==> src/logic/eeprom_pkg.sv <==
// constants shared by the serial eeprom device and its host controller
// assumes a 125 MHz pclk on both ends
package eeprom_pkg;
   // ********************************
   // timing
   // ********************************
   localparam int CLK_NS = 8;
   localparam int EW_US = 5000;
   localparam int EW_CYCLES = (EW_US * 1000) / CLK_NS;
   localparam int DESELECT_NS = 250;
   localparam int DESELECT_CYC = (DESELECT_NS + CLK_NS - 1) / CLK_NS;
   localparam int LINK_HALF_CYC = 8;
   localparam int POLL_CYC = 8;
   localparam int RX_BITS = 17;
   // ********************************
   // opcodes and sub-functions
   // ********************************
   localparam logic [1:0] OP_EXT = 2'h0;
   localparam logic [1:0] OP_WRITE = 2'h1;
   localparam logic [1:0] OP_READ = 2'h2;
   localparam logic [1:0] OP_ERASE = 2'h3;
   localparam logic [1:0] SUB_LOCK = 2'h0;
   localparam logic [1:0] SUB_FILL = 2'h1;
   localparam logic [1:0] SUB_CLEAR = 2'h2;
   localparam logic [1:0] SUB_UNLOCK = 2'h3;
   // ********************************
   // host register map (apb byte offsets)
   // ********************************
   localparam logic [7:0] REG_CMD = 8'h00;
   localparam logic [7:0] REG_CFG = 8'h04;
   localparam logic [7:0] REG_STATUS = 8'h08;
   localparam logic [7:0] REG_RDATA = 8'h0c;
   localparam logic [7:0] REG_IRQ_STAT = 8'h10;
   localparam logic [7:0] REG_IRQ_MASK = 8'h14;
   localparam logic [1:0] IRQ_DONE = 2'h1;
   localparam logic [1:0] IRQ_REFUSED = 2'h2;
endpackage

==> src/logic/serial_link_if.sv <==
// three-wire serial link plus data-out line between host and eeprom
// assumes a weak pull-down on the data-out wire
`timescale 1ns/1ps
`default_nettype none
interface serial_link_if;
   logic select;
   logic shift_clock;
   logic serial_in;
   logic serial_out;
   logic serial_out_oe;
   logic data_line;
   // floating line reads low
   assign data_line = serial_out_oe & serial_out;
   modport device (input select, input shift_clock, input serial_in, output serial_out, output serial_out_oe);
   modport host (output select, output shift_clock, output serial_in, input data_line);
endinterface
`default_nettype wire

==> src/logic/edge_sync.sv <==
// two-flop synchroniser with edge detection
// assumes d is asynchronous to clk
`timescale 1ns/1ps
`default_nettype none
module edge_sync (
   // clock and reset
   input wire logic clk,
   input wire logic rst_n,
   // pin
   input wire logic d,
   // synchronised
   output logic level,
   output logic rise,
   output logic fall
);
   logic meta;
   logic prev;
   always_ff @(posedge clk or negedge rst_n) begin
      if (!rst_n) begin
         meta <= 1'b0;
         level <= 1'b0;
         prev <= 1'b0;
      end else begin
         meta <= d;
         level <= meta;
         prev <= level;
      end
   end
   assign rise = level & ~prev;
   assign fall = ~level & prev;
endmodule
`default_nettype wire

==> src/logic/eeprom_device.sv <==
// serial eeprom command engine with flop array, device end of serial_link_if
// assumes link pins asynchronous to pclk and sampled by edge_sync
// Function
// - frame: start bit, opcode, address, data
// - instruction nine or ten bits long
// - serial input sampled on clock rise
// - output floats except read or status
// - status low busy, high ready
// - shifted one while selected floats status
// - status off only when ready
// - read: dummy zero then word msb first
// - sequential read advances, wraps to zero
// - program ops refused unless write-enabled
// - enable persists until lock or reset; reads unaffected
// - opcodes read, erase, write decoded
// - ext opcode: unlock, lock, clear, fill
// - select fall starts self-timed write
// - write stores without clearing first
// - erase sets location to ones
// - clear-all sets whole array ones
`timescale 1ns/1ps
`default_nettype none
module eeprom_device #(
   parameter int write_cycles = eeprom_pkg::EW_CYCLES
) (
   // clock and reset
   input wire logic pclk,
   input wire logic presetn,
   // strap, high selects 16-bit words
   input wire logic word_width_strap,
   // link
   serial_link_if.device link,
   // status
   output logic busy,
   output logic write_enabled
);
   // ********************************
   // types and storage
   // ********************************
   typedef enum logic [2:0] {
      D_IDLE = 3'h0,
      D_CMD = 3'h1,
      D_DATA = 3'h3,
      D_READ = 3'h2,
      D_DONE = 3'h6
   } dev_state_e;
   localparam int CW = $clog2(write_cycles + 1);
   dev_state_e state;
   logic [15:0] mem [64];
   logic [8:0] cmd_sr;
   logic [8:0] next_cmd;
   logic [15:0] din_sr;
   logic [15:0] dout_sr;
   logic [6:0] addr;
   logic [6:0] next_addr;
   logic [1:0] opc;
   logic [4:0] cnt;
   logic armed;
   logic status_en;
   logic [CW-1:0] ew_cnt;
   logic cs_s, cs_fall, lclk_rise, sin_s, strap_s, x8;
   logic start_prog;
   // ********************************
   // synchronisers
   // ********************************
   edge_sync u_cs (.clk(pclk), .rst_n(presetn), .d(link.select), .level(cs_s), .rise(), .fall(cs_fall));
   edge_sync u_lclk (.clk(pclk), .rst_n(presetn), .d(link.shift_clock), .level(), .rise(lclk_rise), .fall());
   edge_sync u_sin (.clk(pclk), .rst_n(presetn), .d(link.serial_in), .level(sin_s), .rise(), .fall());
   edge_sync u_strap (.clk(pclk), .rst_n(presetn), .d(word_width_strap), .level(strap_s), .rise(), .fall());
   assign x8 = ~strap_s;
   // ********************************
   // helpers
   // ********************************
   function automatic logic [15:0] word_at(input logic [6:0] a, input logic byte_mode);
      logic [15:0] w;
      w = mem[byte_mode ? a[6:1] : a[5:0]];
      if (byte_mode) begin
         word_at = {8'h00, a[0] ? w[15:8] : w[7:0]};
      end else begin
         word_at = w;
      end
   endfunction
   function automatic logic [1:0] sub_of(input logic [6:0] a, input logic byte_mode);
      sub_of = byte_mode ? a[6:5] : a[5:4];
   endfunction
   assign next_cmd = {cmd_sr[7:0], sin_s};
   assign next_addr = x8 ? 7'(addr + 7'h01) : {1'b0, 6'(addr[5:0] + 6'h01)};
   // ready/busy line low until the self-timed cycle ends
   assign busy = (ew_cnt != '0);
   assign start_prog = cs_fall && state == D_DONE && armed && write_enabled && !busy;
   // ********************************
   // frame decoder and serial output
   // ********************************
   always_ff @(posedge pclk or negedge presetn) begin
      if (!presetn) begin
         state <= D_IDLE;
         cmd_sr <= 9'h000;
         din_sr <= 16'h0000;
         dout_sr <= 16'h0000;
         addr <= 7'h00;
         opc <= 2'h0;
         cnt <= 5'h00;
         armed <= 1'b0;
         write_enabled <= 1'b0;
         link.serial_out <= 1'b0;
         link.serial_out_oe <= 1'b0;
      end else if (!cs_s || cs_fall) begin
         // partial frames die here and never reach the array
         state <= D_IDLE;
         cnt <= 5'h00;
         armed <= 1'b0;
         link.serial_out_oe <= 1'b0;
      end else if (state == D_IDLE && status_en) begin
         link.serial_out_oe <= 1'b1;
         link.serial_out <= ~busy;
         if (lclk_rise && sin_s && !busy) begin
            link.serial_out_oe <= 1'b0;
            state <= D_CMD;
         end
      end else if (lclk_rise) begin
         case (state)
            D_IDLE: begin
               if (sin_s && !busy) begin
                  state <= D_CMD;
                  cnt <= 5'h00;
               end
            end
            D_CMD: begin
               cmd_sr <= next_cmd;
               cnt <= 5'(cnt + 5'h01);
               if (cnt == (x8 ? 5'h08 : 5'h07)) begin
                  opc <= x8 ? next_cmd[8:7] : next_cmd[7:6];
                  addr <= x8 ? next_cmd[6:0] : {1'b0, next_cmd[5:0]};
                  cnt <= 5'h00;
                  state <= D_DONE;
                  case (x8 ? next_cmd[8:7] : next_cmd[7:6])
                     eeprom_pkg::OP_READ: begin
                        state <= D_READ;
                        dout_sr <= word_at(x8 ? next_cmd[6:0] : {1'b0, next_cmd[5:0]}, x8);
                        link.serial_out_oe <= 1'b1;
                        link.serial_out <= 1'b0;
                     end
                     eeprom_pkg::OP_WRITE: state <= D_DATA;
                     eeprom_pkg::OP_ERASE: armed <= 1'b1;
                     default: begin
                        case (sub_of(x8 ? next_cmd[6:0] : {1'b0, next_cmd[5:0]}, x8))
                           eeprom_pkg::SUB_UNLOCK: write_enabled <= 1'b1;
                           eeprom_pkg::SUB_LOCK: write_enabled <= 1'b0;
                           eeprom_pkg::SUB_CLEAR: armed <= 1'b1;
                           default: state <= D_DATA;
                        endcase
                     end
                  endcase
               end
            end
            D_DATA: begin
               din_sr <= {din_sr[14:0], sin_s};
               cnt <= 5'(cnt + 5'h01);
               if (cnt == (x8 ? 5'h07 : 5'h0f)) begin
                  state <= D_DONE;
                  armed <= 1'b1;
               end
            end
            D_READ: begin
               link.serial_out <= x8 ? dout_sr[7] : dout_sr[15];
               dout_sr <= {dout_sr[14:0], 1'b0};
               cnt <= 5'(cnt + 5'h01);
               if (cnt == (x8 ? 5'h07 : 5'h0f)) begin
                  // no dummy bit between words
                  addr <= next_addr;
                  dout_sr <= word_at(next_addr, x8);
                  cnt <= 5'h00;
               end
            end
            D_DONE: state <= D_DONE;
            default: state <= D_IDLE;
         endcase
      end
   end
   // ********************************
   // status reporting enable
   // ********************************
   always_ff @(posedge pclk or negedge presetn) begin
      if (!presetn) begin
         status_en <= 1'b0;
      end else if (start_prog) begin
         status_en <= 1'b1;
      end else if (cs_s && state == D_IDLE && lclk_rise && sin_s && !busy) begin
         status_en <= 1'b0;
      end
   end
   // ********************************
   // self-timed cycle
   // ********************************
   always_ff @(posedge pclk or negedge presetn) begin
      if (!presetn) begin
         ew_cnt <= '0;
      end else if (start_prog) begin
         ew_cnt <= CW'(write_cycles);
      end else if (busy) begin
         ew_cnt <= CW'(ew_cnt - 1'b1);
      end
   end
   // ********************************
   // array update, committed at cycle start
   // ********************************
   always_ff @(posedge pclk) begin
      if (start_prog) begin
         case (opc)
            eeprom_pkg::OP_WRITE: begin
               // whole value replaced, so no erase needed first
               if (!x8) begin
                  mem[addr[5:0]] <= din_sr;
               end else if (addr[0]) begin
                  mem[addr[6:1]][15:8] <= din_sr[7:0];
               end else begin
                  mem[addr[6:1]][7:0] <= din_sr[7:0];
               end
            end
            eeprom_pkg::OP_ERASE: begin
               if (!x8) begin
                  mem[addr[5:0]] <= 16'hffff;
               end else if (addr[0]) begin
                  mem[addr[6:1]][15:8] <= 8'hff;
               end else begin
                  mem[addr[6:1]][7:0] <= 8'hff;
               end
            end
            eeprom_pkg::OP_EXT: begin
               for (int i = 0; i < 64; i++) begin
                  if (sub_of(addr, x8) == eeprom_pkg::SUB_CLEAR) begin
                     mem[i] <= 16'hffff;
                  end else if (sub_of(addr, x8) == eeprom_pkg::SUB_FILL) begin
                     mem[i] <= x8 ? {din_sr[7:0], din_sr[7:0]} : din_sr;
                  end
               end
            end
            default: mem[0] <= mem[0];
         endcase
      end
   end
endmodule
`default_nettype wire

==> src/flat_wrapper.sv <==
// flat-port wrapper written by rule: the top's interface ports become plain ports
module eeprom_device_flat 
#(
   parameter int write_cycles = eeprom_pkg::EW_CYCLES
)
  (pclk, presetn, word_width_strap, busy, write_enabled, link_select, link_shift_clock, link_serial_in, link_serial_out, link_serial_out_oe);
  serial_link_if link_i ();
  input wire logic pclk;
  input wire logic presetn;
  input wire logic word_width_strap;
  output logic busy;
  output logic write_enabled;
  input wire logic [$bits(link_i.select)-1:0] link_select;
  input wire logic [$bits(link_i.shift_clock)-1:0] link_shift_clock;
  input wire logic [$bits(link_i.serial_in)-1:0] link_serial_in;
  output wire logic [$bits(link_i.serial_out)-1:0] link_serial_out;
  output wire logic [$bits(link_i.serial_out_oe)-1:0] link_serial_out_oe;
  assign link_i.select = link_select;
  assign link_i.shift_clock = link_shift_clock;
  assign link_i.serial_in = link_serial_in;
  assign link_serial_out = link_i.serial_out;
  assign link_serial_out_oe = link_i.serial_out_oe;
  eeprom_device #(.write_cycles(write_cycles)) u_core (.pclk(pclk), .presetn(presetn), .word_width_strap(word_width_strap), .link(link_i), .busy(busy), .write_enabled(write_enabled));
endmodule
==> config.mk <==
export PLATFORM = sky130hd
export DESIGN_NAME = eeprom_device_flat
export DESIGN_NICKNAME = d
export VERILOG_FILES = /design/src/logic/eeprom_pkg.sv /design/src/logic/serial_link_if.sv /design/src/logic/edge_sync.sv /design/src/logic/eeprom_device.sv /design/src/flat_wrapper.sv
export SDC_FILE = /design/constraint.sdc
export NUM_CORES = 2
export LEC_CHECK = 0
export BUFFER_PORTS_ARGS = -buffer_cell sky130_fd_sc_hd__buf_2
export CAP_MARGIN = 30
export CELL_PAD_IN_SITES_DETAIL_PLACEMENT = 1
export CELL_PAD_IN_SITES_GLOBAL_PLACEMENT = 1
export CORE_ASPECT_RATIO = 1.5
export CORE_MARGIN = 3
export CORE_UTILIZATION = 52
export CTS_BUF_LIST = sky130_fd_sc_hd__clkbuf_16
export CTS_CLUSTER_SIZE = 12
export DETAILED_ROUTE_END_ITERATION = 10
export PLACE_DENSITY = 0.81
export SYNTH_ARGS = -nofsm -noshare
export SYNTH_HDL_FRONTEND = slang
export SYNTH_SLANG_ARGS = --single-unit
export TNS_END_PERCENT = 10
==> constraint.sdc <==
create_clock -name pclk -period 6.8 [get_ports pclk]
set_clock_uncertainty 0.2 [all_clocks]
set_input_delay 1.02 -clock pclk [delete_from_list [all_inputs] [get_ports pclk]]
set_output_delay 1.02 -clock pclk [all_outputs]
set_load 0.05 [all_outputs]
==> summary.md <==
| Metric | Value |
|---|---|
| Vias in the first global route | 55003 |
| Clk slew on worst S/H paths | 0.07 ns |
| CP Launch Point | u_core.addr[0] |
| TritonCTS clock tree | done |
| Internal power | 0.01093 W |
| CP arrival | 5.91 ns |
| Syn_area_per_cell | 10.93 um2 |
| Dpl ws | 1.592 ns |
| CTS Buffer Depth | 3 |
| Post_cts resized | 0 |
| Fin area | 66350 um2 |
| DRT antenna net count | 0 |
| PnR Total Power | 0.01488 W |
| Psw | 0.003951 W |
| Status | finished, final reports clean |
| Post-DP Area | 62900 um2 |
| Die Wd | 283.8 um |
| Tcrit/Tclk final | 79.37% |
| Clock share of power | 39.3% |
| WS Path Type | reg -> reg |
| Total GRT Usage | 45.03% |
| CTS sink count | 1116 |
| Latest clock arrival within the worst-skew pair | 0.81 ns |
| # DRC | 0 |
| Hold Path Class | in -> reg |
| Hold path start | word_width_strap |
| Clock Root Buffer | clkbuf_16 |
| Max cap viols | 0 |
| Number of distinct library cells after synthesis | 103 |
| Slowest CP cell | a21oi_4 |
| Largest stage delay on the critical path | 0.84 ns |
| Most frequent cells in the layout | 1168 x nand2_1, 1024 x edfxtp_1, 368 x nand3_1 |
| Logic pwr share | 10.9% |
| Worst-path cell chain | ha_4 -> buf_4 -> nor2_4 -> a21oi_4 -> nor3_1 -> o41ai_1 -> a21oi_1 -> buf_4 -> nor4_1 -> a221oi_1 -> o22ai_1 |
| Fin Setup TNS | 0 ns |
| Synthesized cell area | 60200 um2 |
| Syn Nets | 5523 |
| Global-route wire length before repair | 391.2 mm |
| Sw Ratio | 26.55% |
| H-tree levels | 3 |
| Die footprint | 120000 um2 |
| Register bit total from synthesis | 1116 |
| Post-synth EDFFs | 1024 |
| Largest net degree at the start of global routing | 114 |
| Seq pwr share | 49.8% |
| CTS buffer count | 111 |
| Sequential-to-total area share from yosys stat | 54.90% |
| CP Buf/Inv Count | 2 |
| Fmax | 185.3 MHz |
| CP top delay family | compound AO/OA/AOI/OAI gates |
| Initial Utilization | 52.50% |
| Fill count | 11911 |
| Share of layout cells above drive strength 1 | 13.75% |
| Fin. Hold Viols | 0 |
| Worst setup margin | 1.403 ns |
| CP startpoint kind | flip-flop |
| Vias | 54457 |
| I/O pin count | 10 |
| CP Max Fanout | 29 |
| Crit Reg-Reg Startpoint | u_core.addr[0] |
| Final #Nets | 5485 |
| Avg Vias per Cell | 7.672 |
| DRT Pass-1 Iters | 7 |
| Power per Cell Area | 224.2 nW/um2 |
| CP Capture Type | flip-flop |
| Cell mode on critical path | buf_4 |
| Post-Layout Cell Count | 7098 |
| Wire per inst | 38.47 um |
| DR iter-0 viols | 8370 |
| Data required, critical path | 7.31 ns |
| GRT Residual Overflow | 0 |
| Post-CTS Repair Setup Buffers | 0 |
| Most common cell after layout, fill and taps aside | nand2_1 |
| Core footprint | 114700 um2 |
| Detailed placement HPWL | 173.5 mm |
| Final GP Congestion | 1.008 |
| Setup violators final | 0 |
| Synth Flop Type | edfxtp_1 |
| Leak | 21.57 nW |
| Layout Area Growth over Synthesis | 10.22% |
| Crit path time final | 5.397 ns |
| Port buffer count | 9 |
| Mapped Cells | 5506 |
| Post-Route WL | 273.0 mm |
| Number of synthesis warnings | 0 |
| Initial antenna violation count | 23 |
| Measured slew at the worst slew-check pin | 1.154 ns |
| Max Slew Vio Count | 0 |
| DIE HEIGHT | 422.7 um |
| Async SR Flop Fraction | 8.244% |
| Peak VDD IR | 0.2271 mV |
| Placed Cells | 6881 |
| Max-slew headroom | 22.57% |
| RSZ-0062 raised after global routing | false |
| Site row count | 152 |
==> path summary, 6_finish.rpt <==
path	to	slack, ns	cells after the start
max	u_core.dout_sr[5]	1.40	11
min	u_core.u_strap.meta	0.14	1
max reg2reg	u_core.dout_sr[5]	1.40	11
min reg2reg	u_core.u_lclk.level	0.15	0
max in group asynchronous	u_core.addr[0]	4.47	3
min in group asynchronous	u_core.u_lclk.level	0.52	2
==> area by class of cell <==
type / instances / area (um2) / area share (%)
antenna: 15 / 37.54 / 0.05657
clock buffer: 117 / 2928 / 4.412
clock inverter: 71 / 326.6 / 0.4921
inverter: 26 / 98.84 / 0.1490
multi-input combinational: 3892 / 25150 / 37.90
sequential: 1116 / 33060 / 49.82
tap: 1540 / 1927 / 2.904
timing repair buffer: 321 / 2829 / 4.263
==> stage by stage <==
| step | hold slack [ns] | utilization [%] |
|---|---|---|
| after floorplan | 0.1312 | - |
| after global placement | 0.1359 | 54.62 |
| after detailed placement | 0.1426 | 54.85 |
| after CTS | 0.008040 | 57.68 |
| after global routing | 0.1182 | 57.83 |
| final | 0.1368 | 57.86 |
==> logic make-up after synthesis <==
logic type                 Yosys count  synth area share (%)
and+or+nand+nor                   2091                 15.30
muxes                              479                 10.78
xor gates and xnor gates            17                0.2723
adders and majority gates           11                0.2286
AOI/OAI and AO/OA                 1294                 14.52
DFF                               1116                 54.90
buffers and inverters              498                 3.999
==> worst register-to-register path, delay by kind of cell, from the launching register on <==
| family | cells | cell delay (ns) |
|---|---|---|
| AO/OA/AOI/OAI | 5 | 1.89 |
| AND/OR/NAND/NOR | 3 | 1.31 |
| flip-flops | 1 | 0.72 |
| buffers and inverters | 2 | 0.65 |
| adder cells (fa/ha/maj) | 1 | 0.55 |
==> sequential cells by signal, indices dropped and copies added, names as in the netlist, 2 cells and up <==
register,cells
u_core.addr,7
u_core.cmd_sr,8
u_core.cnt,5
u_core.din_sr,16
u_core.dout_sr,16
u_core.ew_cnt,20
u_core.mem,1024
u_core.opc,2
u_core.state,3
==> power groups by stage <==
stage / clock network (W) / logic [W] / registers (W)
2_1_floorplan: 0 / 0.000931 / 0.00754
3_3_place_gp: 0 / 0.00146 / 0.00755
3_5_place_dp: 0 / 0.00150 / 0.00755
4_1_cts: 0.00580 / 0.00151 / 0.00741
5_1_grt: 0.00610 / 0.00166 / 0.00740
6_report: 0.00585 / 0.00162 / 0.00741
==> routing by layer <==
layer / track usage [%] / vias to the layer above / wire length (um)
met1: 50.66 / 26762 / 85870
met5: 0.5242 / - / 52
li1: - / 21115 / -
met3: 14.94 / 1728 / 34830
met4: 38.77 / 8 / 30790
met2: 68.84 / 4844 / 121500
==> synth_stat cells, types with 126 or more instances <==
cell	number	area, um2
mux2i_1	268	2683
nand2_1	1169	4388
nand3_1	370	1852
nor3_1	165	825.8
clkbuf_1	153	574.3
a31oi_1	167	1045
nor2_1	150	563.0
a21oi_1	241	1206
buf_2	226	1131
o21ai_0	219	1096
mux4_2	126	2838
edfxtp_1	1024	30750
==> repair_timing <==
item | CTS | global route
hold buffers | 0 | 1
hold endpoints to repair | 0 | 9
setup endpoints to repair | 0 | 0
Power figures use the tool's default switching activity.
